===== config.mk =====
export PLATFORM = sky130hd
export DESIGN_NAME = mem_type_msrs
export DESIGN_NICKNAME = d
export VERILOG_FILES = /design/src/rtl/mem_type_msr_pkg.sv /design/src/rtl/mem_type_msrs.sv
export SDC_FILE = /design/constraint.sdc
export NUM_CORES = 1
export LEC_CHECK = 0
export ABC_CLOCK_PERIOD_IN_PS = 13200
export BUFFER_PORTS_ARGS = -buffer_cell sky130_fd_sc_hd__clkbuf_2
export CAP_MARGIN = 5
export CORE_ASPECT_RATIO = 0.7
export CORE_MARGIN = 2
export CORE_UTILIZATION = 30
export CTS_CLUSTER_SIZE = 16
export DETAILED_ROUTE_END_ITERATION = 8
export GPL_TIMING_DRIVEN = 0
export PLACE_DENSITY = 0.62
export SLEW_MARGIN = 20
export SYNTH_ARGS = -nofsm -noshare
export SYNTH_HDL_FRONTEND = slang
export SYNTH_SLANG_ARGS = --single-unit

===== constraint.sdc =====
create_clock -name clk -period 13.2 [get_ports clk]
set_input_delay 2.64 -clock clk [delete_from_list [all_inputs] [get_ports clk]]
set_output_delay 2.64 -clock clk [all_outputs]
set_load 0.01 [all_outputs]

===== src/rtl/mem_type_msr_pkg.sv =====
/*
  Package for the memory-type and interrupt-controller model-specific register bank:
  register indices, field positions, reset values and memory-type encodings.
  Assumes it is compiled before any module that imports it.
*/
package mem_type_msr_pkg;

  // ----------------------------------------------------------------------
  // register indices
  // ----------------------------------------------------------------------
  localparam logic [31:0] IDX_INTC_BASE      = 32'h0000001B;
  localparam logic [31:0] IDX_CLUSTER_ID     = 32'h0000002A;
  localparam logic [31:0] IDX_FIXED_F8000    = 32'h0000026F;
  localparam logic [31:0] IDX_PAGE_ATTR      = 32'h00000277;
  localparam logic [31:0] IDX_DEF_TYPE       = 32'h000002FF;

  // ----------------------------------------------------------------------
  // field positions
  // ----------------------------------------------------------------------
  localparam int DEF_GLOBAL_EN_BIT  = 11;
  localparam int DEF_FIXED_EN_BIT   = 10;
  localparam int INTC_ENABLE_BIT    = 11;
  localparam int INTC_BOOTSTRAP_BIT = 8;
  localparam int INTC_BASE_LSB      = 12;
  localparam int INTC_BASE_MSB      = 39;
  localparam int CLUSTER_LSB        = 16;

  // bits that may be written as one; any other set bit faults
  localparam logic [63:0] PAT_WRITABLE  = 64'h0707070707070707;
  localparam logic [63:0] DEF_WRITABLE  = 64'h0000000000000CFF;
  localparam logic [63:0] INTC_WRITABLE = 64'h000000FFFFFFF900;

  // ----------------------------------------------------------------------
  // reset values
  // ----------------------------------------------------------------------
  localparam logic [63:0] PAT_RESET       = 64'h0007040600070406;
  localparam logic [27:0] INTC_BASE_RESET = 28'h00FEE00;
  localparam logic [63:0] DEF_RESET       = 64'h0000000000000000;
  localparam logic [63:0] FIXED_RESET     = 64'h0000000000000000;

  // ----------------------------------------------------------------------
  // defined memory-type encodings: 0, 1, 4, 5, 6, and 7 for the page table only
  // ----------------------------------------------------------------------
  localparam logic [7:0] MT_UNCACHEABLE   = 8'h00;
  localparam logic [7:0] MT_COMBINING     = 8'h01;
  localparam logic [7:0] MT_WRITETHROUGH  = 8'h04;
  localparam logic [7:0] MT_WRITEPROTECT  = 8'h05;
  localparam logic [7:0] MT_WRITEBACK     = 8'h06;
  localparam logic [7:0] MT_UC_MINUS      = 8'h07;

  // ----------------------------------------------------------------------
  // access operation
  // ----------------------------------------------------------------------
  typedef enum logic [1:0] {
    OP_IDLE  = 2'b00,
    OP_READ  = 2'b01,
    OP_WRITE = 2'b10
  } msr_op_t;

endpackage


===== src/rtl/mem_type_msrs.sv =====
/*
  Register bank of 64-bit model-specific registers: top fixed-range memory types,
  page-attribute table, default-type control, interrupt-controller base and the
  read-only cluster-ID register. Software reaches them through one read or write
  request per cycle with a register index; each request is answered one cycle later
  with done, read data, and a general-protection fault flag (error code zero).
  Register map, by index:
    0x01B  interrupt-controller base address, enable and bootstrap flag
    0x02A  power-on cluster ID, read-only
    0x26F  memory types of the eight 4 KiB pages from F8000 to FFFFF
    0x277  page-attribute table, eight 3-bit types
    0x2FF  default memory type and the two range enables
  Any other index faults on read and on write; a faulted write changes nothing.
  The decoded outputs follow the registers one cycle after a write lands.
  Assumes the requester shares clk and holds each request for one cycle. The
  strap pins are levels from outside the clock domain, steady from before reset
  release; the bootstrap strap is caught at the first edge after release, so an
  interrupt-controller write taken at that very edge is dropped.
*/
`timescale 1ns/1ps
`default_nettype none

module mem_type_msrs
  import mem_type_msr_pkg::*;
(
  // clock and reset
  input  wire logic        clk,
  input  wire logic        sys_rst,
  // straps
  input  wire logic        bootstrap_strap,
  input  wire logic [1:0]  cluster_strap,
  // register access
  input  wire logic        msr_rd,
  input  wire logic        msr_wr,
  input  wire logic [31:0] msr_index,
  input  wire logic [63:0] msr_wdata,
  output logic             msr_done,
  output logic [63:0]      msr_rdata,
  output logic             msr_gp_fault,
  // decoded controls toward the memory-typing logic and the interrupt controller
  output logic [63:0]      fixed_types_f8000,
  output logic [63:0]      page_attr_types,
  output logic             range_regs_global_enable,
  output logic             fixed_ranges_enable,
  output logic [7:0]       default_memory_type,
  output logic [27:0]      intc_base_address,
  output logic             intc_enable,
  output logic             intc_bootstrap
);

  // ----------------------------------------------------------------------
  // helpers
  // ----------------------------------------------------------------------

  // defined memory types for range registers; 7 is only defined for page attributes
  function automatic logic type_ok(input logic [7:0] t, input logic page_attribute_table);
    type_ok = (t == MT_UNCACHEABLE) || (t == MT_COMBINING) ||
              (t == MT_WRITETHROUGH) || (t == MT_WRITEPROTECT) ||
              (t == MT_WRITEBACK) || (page_attribute_table && (t == MT_UC_MINUS));
  endfunction

  // every byte of a 64-bit value must be a defined type
  function automatic logic all_types_ok(input logic [63:0] v, input logic page_attribute_table);
    logic ok;
    ok = 1'b1;
    for (int i = 0; i < 8; i++) begin
      ok = ok & type_ok(v[8*i +: 8], page_attribute_table);
    end
    all_types_ok = ok;
  endfunction

  // ----------------------------------------------------------------------
  // storage
  // ----------------------------------------------------------------------
  logic [63:0] fixed_reg;       // bytes page_type_f8 .. page_type_ff
  logic [63:0] pat_reg;         // attr_index0_type .. attr_index7_type
  logic [63:0] def_reg;
  logic [27:0] base_reg;
  logic        en_reg;
  logic        bsp_reg;
  logic [1:0]  cluster_reg;
  logic        strap_seen;

  // ----------------------------------------------------------------------
  // decode and checks
  // ----------------------------------------------------------------------
  wire logic hit_fixed   = (msr_index == IDX_FIXED_F8000);
  wire logic hit_pat     = (msr_index == IDX_PAGE_ATTR);
  wire logic hit_def     = (msr_index == IDX_DEF_TYPE);
  wire logic hit_intc    = (msr_index == IDX_INTC_BASE);
  wire logic hit_cluster = (msr_index == IDX_CLUSTER_ID);
  wire logic hit_any     = hit_fixed | hit_pat | hit_def | hit_intc | hit_cluster;

  // reserved-bit checks
  wire logic pat_rsvd_bad  = |(msr_wdata & ~PAT_WRITABLE);
  wire logic def_rsvd_bad  = |(msr_wdata & ~DEF_WRITABLE);
  wire logic intc_rsvd_bad = |(msr_wdata & ~INTC_WRITABLE);

  // memory-type checks
  wire logic fixed_type_bad = !all_types_ok(msr_wdata, 1'b0);
  wire logic pat_type_bad   = !all_types_ok(msr_wdata, 1'b1);
  wire logic def_type_bad   = !type_ok(msr_wdata[7:0], 1'b0);

  // write fault: unmapped index, read-only target, or bad content
  wire logic wr_fault = !hit_any
                      | hit_cluster
                      | (hit_fixed & fixed_type_bad)
                      | (hit_pat & (pat_rsvd_bad | pat_type_bad))
                      | (hit_def & (def_rsvd_bad | def_type_bad))
                      | (hit_intc & intc_rsvd_bad);
  wire logic wr_ok    = msr_wr & !wr_fault;
  wire logic rd_fault = !hit_any;
  wire logic wr_bad   = msr_wr & wr_fault;
  wire logic rd_ok    = msr_rd & !msr_wr & !rd_fault;                   // a write wins over a read
  wire logic rd_bad   = msr_rd & !msr_wr & rd_fault;

  // write strobes, one per writable register, for accepted writes only
  wire logic wr_fixed = wr_ok & hit_fixed;
  wire logic wr_pat   = wr_ok & hit_pat;
  wire logic wr_def   = wr_ok & hit_def;
  wire logic wr_intc  = wr_ok & hit_intc;

  // assembled interrupt-controller base value
  wire logic [63:0] intc_value = {24'h000000, base_reg, en_reg, 2'b00, bsp_reg, 8'h00};

  // assembled cluster value, ID in bits 17-16
  wire logic [63:0] cluster_value = 64'(cluster_reg) << CLUSTER_LSB;

  // read mux
  wire logic [63:0] next_rdata =
      hit_fixed   ? fixed_reg :
      hit_pat     ? pat_reg :
      hit_def     ? def_reg :
      hit_intc    ? intc_value :
      hit_cluster ? cluster_value :
                    64'h0000000000000000;

  // ----------------------------------------------------------------------
  // named fields of the stored registers
  // ----------------------------------------------------------------------

  // one memory type per 4 KiB page
  wire logic [7:0] page_type_f8 = fixed_reg[7:0];
  wire logic [7:0] page_type_f9 = fixed_reg[15:8];
  wire logic [7:0] page_type_fa = fixed_reg[23:16];
  wire logic [7:0] page_type_fb = fixed_reg[31:24];
  wire logic [7:0] page_type_fc = fixed_reg[39:32];
  wire logic [7:0] page_type_fd = fixed_reg[47:40];
  wire logic [7:0] page_type_fe = fixed_reg[55:48];
  wire logic [7:0] page_type_ff = fixed_reg[63:56];

  // one memory type per attribute index; the upper five bits of each byte stay zero
  wire logic [2:0] attr_index0_type = pat_reg[2:0];
  wire logic [2:0] attr_index1_type = pat_reg[10:8];
  wire logic [2:0] attr_index2_type = pat_reg[18:16];
  wire logic [2:0] attr_index3_type = pat_reg[26:24];
  wire logic [2:0] attr_index4_type = pat_reg[34:32];
  wire logic [2:0] attr_index5_type = pat_reg[42:40];
  wire logic [2:0] attr_index6_type = pat_reg[50:48];
  wire logic [2:0] attr_index7_type = pat_reg[58:56];

  // default-type fields
  wire logic       range_enable_field = def_reg[DEF_GLOBAL_EN_BIT];
  wire logic       fixed_enable_field = def_reg[DEF_FIXED_EN_BIT];
  wire logic [7:0] default_type_field = def_reg[7:0];

  // ----------------------------------------------------------------------
  // straps, caught one clock after reset release
  // ----------------------------------------------------------------------
  logic bsp_meta;
  logic bsp_sync;
  logic [1:0] cl_meta;
  logic [1:0] cl_sync;

  // two-flop synchronisers for the strap pins; kept out of reset so that
  // they already hold the strap levels when reset is released
  always_ff @(posedge clk) begin
    bsp_meta <= bootstrap_strap;
    bsp_sync <= bsp_meta;
    cl_meta  <= cluster_strap;
    cl_sync  <= cl_meta;
  end

  // ----------------------------------------------------------------------
  // register writes
  // ----------------------------------------------------------------------

  // fixed-range fields: no architectural reset value, cleared for determinism
  always_ff @(posedge clk or posedge sys_rst) begin
    if (sys_rst) begin
      fixed_reg <= FIXED_RESET;
    end else if (wr_fixed) begin
      fixed_reg <= msr_wdata;
    end
  end

  // page-attribute table
  always_ff @(posedge clk or posedge sys_rst) begin
    if (sys_rst) begin
      pat_reg <= PAT_RESET;
    end else if (wr_pat) begin
      pat_reg <= msr_wdata;
    end
  end

  // default type and enables
  always_ff @(posedge clk or posedge sys_rst) begin
    if (sys_rst) begin
      def_reg <= DEF_RESET;
    end else if (wr_def) begin
      def_reg <= msr_wdata;
    end
  end

  // interrupt-controller base, enable and bootstrap flag
  always_ff @(posedge clk or posedge sys_rst) begin
    if (sys_rst) begin
      base_reg   <= INTC_BASE_RESET;
      en_reg     <= 1'b0;
      bsp_reg    <= 1'b0;
      strap_seen <= 1'b0;
    end else if (!strap_seen) begin
      bsp_reg    <= bsp_sync;
      strap_seen <= 1'b1;
    end else if (wr_intc) begin
      base_reg <= msr_wdata[INTC_BASE_MSB:INTC_BASE_LSB];
      en_reg   <= msr_wdata[INTC_ENABLE_BIT];
      bsp_reg  <= msr_wdata[INTC_BOOTSTRAP_BIT];
    end
  end

  // read-only cluster ID follows the synchronised strap
  always_ff @(posedge clk or posedge sys_rst) begin
    if (sys_rst) begin
      cluster_reg <= 2'h0;
    end else begin
      cluster_reg <= cl_sync;
    end
  end

  // ----------------------------------------------------------------------
  // answer to each request
  // ----------------------------------------------------------------------
  always_ff @(posedge clk or posedge sys_rst) begin
    if (sys_rst) begin
      msr_done     <= 1'b0;
      msr_rdata    <= 64'h0000000000000000;
      msr_gp_fault <= 1'b0;
    end else begin
      msr_done     <= msr_rd | msr_wr;
      msr_rdata    <= rd_ok ? next_rdata : 64'h0000000000000000;
      msr_gp_fault <= wr_bad | rd_bad;
    end
  end

  // ----------------------------------------------------------------------
  // decoded outputs, registered
  // ----------------------------------------------------------------------

  // memory-type controls toward the memory-typing logic
  always_ff @(posedge clk or posedge sys_rst) begin
    if (sys_rst) begin
      fixed_types_f8000        <= FIXED_RESET;
      page_attr_types          <= PAT_RESET;
      range_regs_global_enable <= 1'b0;
      fixed_ranges_enable      <= 1'b0;
      default_memory_type      <= 8'h00;
    end else begin
      fixed_types_f8000        <= {page_type_ff, page_type_fe, page_type_fd, page_type_fc,
                                   page_type_fb, page_type_fa, page_type_f9, page_type_f8};
      page_attr_types          <= {5'h00, attr_index7_type, 5'h00, attr_index6_type,
                                   5'h00, attr_index5_type, 5'h00, attr_index4_type,
                                   5'h00, attr_index3_type, 5'h00, attr_index2_type,
                                   5'h00, attr_index1_type, 5'h00, attr_index0_type};
      range_regs_global_enable <= range_enable_field;
      fixed_ranges_enable      <= fixed_enable_field;
      default_memory_type      <= default_type_field;
    end
  end

  // interrupt-controller controls
  always_ff @(posedge clk or posedge sys_rst) begin
    if (sys_rst) begin
      intc_base_address        <= INTC_BASE_RESET;
      intc_enable              <= 1'b0;
      intc_bootstrap           <= 1'b0;
    end else begin
      intc_base_address        <= base_reg;
      intc_enable              <= en_reg;
      intc_bootstrap           <= bsp_reg;
    end
  end

endmodule // mem_type_msrs

`default_nettype wire


==> results.py, run 1 <==
metrics = {
    "status": {
        "status": "complete, no violations",
    },
    "placement": {
        "placed_area_sq_um": 17480,
        "dp_hpwl_mm": 32.00,
        "portBuffers": 296,
        "gp_congestion": 0.7890,
        "dp.cells": 2011,
    },
    "timing": {
        "setup_viol": 0,
        "min_period_ns": 5.821,
        "rsz0062_at_grt": "false",
        "relSlewSlack": 0.3597,
        "finClkSkew_ns": 0.009223,
        "setup_tns_ns": 0,
        "finalHoldViolations": 0,
        "worst_pin_slew_ns": 0.9517,
        "fin_crit_sh": 0.4410,
        "clock.fmax_mhz": 171.8,
        "drv_slew": 0,
    },
    "flow_run": {
        "max_cap_viol_count": 0,
    },
    "route": {
        "vias": 9594,
        "drt-total-wl_mm": 43.49,
        "detail-route-antenna-nets": 0,
        "drcViolationCount": 0,
        "drt_first_iter_violations": 774,
        "vias_per_cell": 4.590,
        "post_drt_wl_per_cell_microns": 20.81,
        "first_pass_iters": 5,
    },
    "synthesis": {
        "yosysWarningCount": 0,
        "yosysSeqAreaShare": 0.7238,
        "syn_area_sq_um": 14730,
        "synthCells": 1006,
        "synth_area_leaders": "dfrtp_1 64%, dfstp_2 7.8%, mux2_2 6.2%, and2_1 5.9%, a22oi_1 2.9%",
        "yosys.area.top_type": "dfrtp_1",
        "synthFlopType": "dfrtp_1",
        "syn_avg_cell_area_sq_um": 14.64,
        "synth_top_area_share": 0.6371,
        "synth.distinct_cells": 42,
        "synth-seq-cells": 425,
        "synth_edf_count": 0,
        "ys_async_sr_fraction": 0.9859,
    },
    "clock_network": {
        "cts-buffers-inserted": 42,
        "cts_tree": "done",
        "path_clk_slew_ns": 0.06,
        "cts_setup_buffers": 0,
        "root_buffer": "clkbuf_16",
        "ctsHoldBuffers": 0,
        "clk_path_buf_depth": 3,
        "clock_latency_ns": 0.54,
        "htreeDepth": 2,
        "cts_sinks": 425,
        "cts_resized": 0,
    },
    "critical_path": {
        "max_stage_delay_ns": 0.82,
        "cp.required_ns": 13.63,
        "crit_buf_inv": 2,
        "cp-start-kind": "input pin",
        "critPathKind": "in2reg",
        "cp-end-kind": "flip-flop",
        "worstPathMaxFanout": 10,
        "critPathLaunch": "msr_wdata[62]",
        "worstPathArrival_ns": 6.25,
        "critPathCapture": "pat_reg[13]",
        "critPathSlowestCell": "nor4_1",
        "rr_startpoint": "strap_seen",
        "r2r_cells": 4,
        "crit_family": "simple AND/OR/NAND/NOR gates",
        "path_cells": "clkbuf_2 -> nor4_1 -> nand3_1 -> or3_1 -> a211o_1 -> nor4_4 -> nand2_2 -> clkbuf_1 -> and2_1",
        "worst-r2r-setup-slack_ns": 11.85,
        "crit_cells": 9,
        "timing.rr.end": "base_reg[2]",
    },
    "floorplan": {
        "pin_count": 337,
        "fp.dieW_microns": 268.8,
        "rows": 67,
        "die_area_sq_um": 50910,
        "start_util": 0.3056,
        "dieHeight_microns": 189.4,
        "core_sq_um": 48200,
    },
    "grt": {
        "grt_max_degree": 39,
        "grt_pass1_wl_mm": 64.37,
        "grt_usage": 0.1710,
        "grt_pass1_vias": 10030,
        "antenna_found_initial": 2,
        "gr-total-overflow": 0,
    },
    "finish": {
        "layout-drive-gt1-share": 0.3961,
        "fin_cells": 2090,
        "areaGrowthSynthToFinish_pct": 28.96,
        "nets": 1503,
        "finish.utilization": 0.3941,
        "final_area_sq_um": 18990,
    },
    "pwr": {
        "leakagePower_uw": 0.009552,
        "ir_drop_mv": 0.07549,
        "p_per_area_nw_per_um2": 140.8,
    },
    "hold_path": {
        "hp-class": "reg2reg",
    },
}
==> cells in the final DEF, fill, tap and decap left out, drive strengths merged, types with 3 or more instances in the layout <==
master	n
nor4b	3
a22oi	56
nor2b	4
nor2	43
inv	13
a21oi	31
conb	41
nor3	7
a222oi	38
nand2	6
clkbuf	399
dfxtp	6
clkinv	10
and3	3
mux2	82
clkinvlp	3
nand3	9
dfstp	44
nor4	25
nand4	7
dfrtp	375
bufinv	5
buf	63
and2	139
==> power breakdown <==
part	total (uW)	switching (uW)	internal [uW]
Clock	1280	510	774
Sequential	1310	1.52	1310
Combinational	85.1	54.3	30.8
==> metal layers <==
| layer | up-vias | track usage | routed length (microns) |
|---|---|---|---|
| li1 | 4254 | - | - |
| met1 | 4957 | 0.2554 | 20790 |
| met2 | 316 | 0.2482 | 19070 |
| met3 | 65 | 0.04162 | 2779 |
| met4 | 2 | 0.04209 | 835 |
| met5 | - | 0 | 13 |
==> worst min-delay path by stage <==
stage	start	depth (start not counted)	endpoint
3_3_place_gp	cl_meta[1]	0	cl_sync[1]
4_1_cts	cl_sync[1]	0	cluster_reg[1]
2_1_floorplan	bsp_meta	0	bsp_sync
3_5_place_dp	cl_sync[1]	0	cluster_reg[1]
6_report	cl_sync[1]	0	cluster_reg[1]
5_1_grt	cl_sync[1]	0	cluster_reg[1]
==> cell usage after synthesis, drive strengths merged, types with 6 or more instances <==
| library cell | n |
|---|---|
| a222oi | 38 |
| nand3 | 9 |
| mux2 | 82 |
| and2 | 139 |
| nor2 | 43 |
| buf | 48 |
| clkbuf | 43 |
| nor4 | 25 |
| inv | 13 |
| a22oi | 56 |
| a21oi | 31 |
| dfstp | 44 |
| nand4 | 7 |
| dfxtp | 6 |
| nand2 | 6 |
| nor3 | 7 |
| dfrtp | 375 |
==> logic make-up (layout without fill, tap and decap cells) <==
group           after synthesis  in the layout  synth area share
mux                          82             82           0.06295
other cells                   2             42         0.0005099
buf+inv                     104            493           0.03992
simple gates                253            253            0.1005
compound gates              140            140           0.07237
flops                       425            425            0.7238
==> cell type report <==
type / instances / area (sq um)
clock buffer: 60 / 1272
timing repair buffer: 311 / 1764
multi-input combinational: 516 / 3646
tap: 655 / 819.5
inverter: 13 / 52.55
buffer: 91 / 539.3
fill: 4550 / 29210
antenna: 1 / 2.502
clock inverter: 18 / 237.7
sequential: 425 / 10660
==> per-stage QoR <==
stage | power [uW] | hold slack, ns | setup WS [ns]
2_1_floorplan | 1370 | 0.3096 | 4.944
5_1_grt | 2774 | 0.3378 | 7.092
6_report | 2675 | 0.3234 | 7.379
3_3_place_gp | 1407 | 0.3169 | 2.763
3_5_place_dp | 1417 | 0.3204 | 6.746
4_1_cts | 2709 | 0.3304 | 7.286
Note: power is estimated with default switching activity, not from simulation.
==> inputs of run 2 (changes only) <==
Settings changed: ABC_CLOCK_PERIOD_IN_PS 13200 to 5500, PLACE_DENSITY 0.62 to 0.6.
Clock period 13.2 ns to 5.5 ns, I/O delays scaled along.
==> run 2 against run 1 <==
Against the previous run:
- wire length rose by 0.74%
- first-iteration DRC count grew 2.6%
- power increased by 130%
- critical path depth did not move
- core utilization fell by 0.17 points
- final cell count is the same
- register-to-register slack worse by 7.7 ns
- setup slack worse by 6.0 ns
- die area unchanged
- critical path type unchanged
- largest cell class unchanged
==> results.py, run 2 (synthesis gave the netlist of run 1 again) <==
metrics = {
    "status": {
        "status": "complete, no violations",
    },
    "finish": {
        "areaGrowthSynthToFinish_pct": 28.39,
        "layout-drive-gt1-share": 0.3936,
        "fin_cells": 2090,
        "mostFrequentLayoutCells": "375 x dfrtp_1, 296 x clkbuf_2, 139 x and2_1, 81 x mux2_2, 56 x a22oi_1",
        "final_area_sq_um": 18910,
        "nets": 1503,
        "finish.utilization": 0.3923,
        "final_common_cell": "dfrtp_1",
        "fillers": 4542,
    },
    "timing": {
        "fin_crit_sh": 0.7550,
        "min_period_ns": 4.152,
        "relSlewSlack": 0.3865,
        "finClkSkew_ns": 0.01419,
        "drv_slew": 0,
        "rsz0062_at_grt": "false",
        "worst_pin_slew_ns": 0.9127,
        "clock.fmax_mhz": 240.8,
        "finalHoldViolations": 0,
        "setup_viol": 0,
        "setup_slack_ns": 1.348,
        "setup_tns_ns": 0,
    },
    "floorplan": {
        "core_sq_um": 48200,
        "die_area_sq_um": 50910,
        "dieHeight_microns": 189.4,
        "pin_count": 337,
        "start_util": 0.3056,
        "rows": 67,
        "fp.dieW_microns": 268.8,
    },
    "clock_network": {
        "clock_latency_ns": 0.54,
        "htreeDepth": 2,
        "cts-buffers-inserted": 41,
        "root_buffer": "clkbuf_16",
        "ctsHoldBuffers": 0,
        "path_clk_slew_ns": 0.06,
        "cts_tree": "done",
        "cts_resized": 0,
        "cts_sinks": 425,
        "cts_setup_buffers": 0,
        "clk_path_buf_depth": 3,
    },
    "critical_path": {
        "cp-start-kind": "input pin",
        "path_cells": "clkbuf_2 -> nor4_1 -> nand3_1 -> or3_1 -> a211o_1 -> nor4_4 -> nand2_2 -> clkbuf_1 -> and2_1",
        "cp.required_ns": 5.92,
        "max_stage_delay_ns": 0.76,
        "critPathKind": "in2reg",
        "worstPathMaxFanout": 10,
        "worstPathArrival_ns": 4.57,
        "cp-end-kind": "flip-flop",
        "critPathSlowestCell": "nor4_1",
        "crit_family": "simple AND/OR/NAND/NOR gates",
        "crit_buf_inv": 2,
    },
    "route": {
        "post_drt_wl_per_cell_microns": 20.96,
        "vias": 9554,
        "drt-total-wl_mm": 43.81,
        "drt_first_iter_violations": 794,
        "detail-route-antenna-nets": 0,
        "drcViolationCount": 0,
        "vias_per_cell": 4.571,
        "first_pass_iters": 8,
    },
    "grt": {
        "grt_max_degree": 40,
        "antenna_found_initial": 3,
        "grt_pass1_vias": 9984,
        "gr-total-overflow": 0,
        "grt_usage": 0.1721,
        "grt_pass1_wl_mm": 64.82,
    },
    "pwr": {
        "p_per_area_nw_per_um2": 328.2,
        "p_comb_frac": 0.034,
        "ir_drop_mv": 0.1513,
        "p_int_uw": 4878,
        "p_sw_frac": 0.2141,
        "seqPwrFrac": 0.505,
        "leakagePower_uw": 0.009513,
        "clkPwrFrac": 0.461,
        "switchingPower_uw": 1329,
    },
    "hold_path": {
        "hp-class": "reg2reg",
    },
    "flow_run": {
        "max_cap_viol_count": 0,
    },
    "placement": {
        "pre_cts_slack_ns": 0.7306,
        "gp_congestion": 0.7968,
        "dp.cells": 2012,
        "placed_area_sq_um": 17520,
        "portBuffers": 296,
        "dp_hpwl_mm": 32.19,
    },
}
## run 2: changes by cell type in the layout (fill, tap and decap cells not counted), sizes merged
cell	change
buf	+1
bufinv	-3
inv	+1
clkinvlp	-1
clkinv	-1
clkbuf	+2
diode	+1
## run 2: area by class of cell
type / instances / area, sq um / share of cell area
diodes: 2 / 5.005 / 0.0002647
plain buffers: 91 / 539.3 / 0.02852
clock buffers: 62 / 1247 / 0.06597
clock inverters: 14 / 133.9 / 0.007080
inverters: 13 / 52.55 / 0.002779
multi-input cells: 516 / 3646 / 0.1928
flip-flops and latches: 425 / 10660 / 0.5637
well taps: 655 / 819.5 / 0.04334
repair buffers: 312 / 1807 / 0.09554
## run 2: power groups by stage
stage	registers, uW	logic (uW)	clock network, uW
after floorplan	3190	93.6	0
after global placement	3200	181	0
after detailed placement	3190	214	0
after CTS	3140	214	2940
after global routing	3130	234	3070
final	3140	210	2860
## run 2: metal layers
layer / track usage / vias to the layer above / wire, microns
li1: - / 4259 / -
met1: 0.2527 / 4937 / 21190
met2: 0.2591 / 300 / 19390
met3: 0.04084 / 54 / 2509
met4: 0.03462 / 4 / 688
met5: 0 / - / 24
## run 2: final timing paths
path                            cells past startpoint               endpoint     startpoint  slack, ns
worst max-delay path                                9            pat_reg[14]  msr_wdata[62]       1.35
worst min-delay path                                0             cl_sync[1]     cl_meta[1]       0.33
worst max register to register                      4            base_reg[1]     strap_seen       4.15
worst min register to register                      0             cl_sync[1]     cl_meta[1]       0.33
max in group asynchronous                           7  intc_base_address[19]        sys_rst       3.25
min in group asynchronous                           2             def_reg[5]        sys_rst       0.66
## run 2: per-stage QoR
stage	hold WS (ns)	power, uW
final	0.3277	6207
after floorplan	0.3096	3287
after global placement	0.3183	3376
after global routing	0.3320	6437
after detailed placement	0.3121	3406
after CTS	0.3272	6287
## run 2: worst register-to-register path, cell delays in order, from the launching register on
cell and delay [ns]:
dfrtp_1 0.40, nand3_2 0.09, buf_6 0.18, buf_6 0.21, mux2_2 0.36
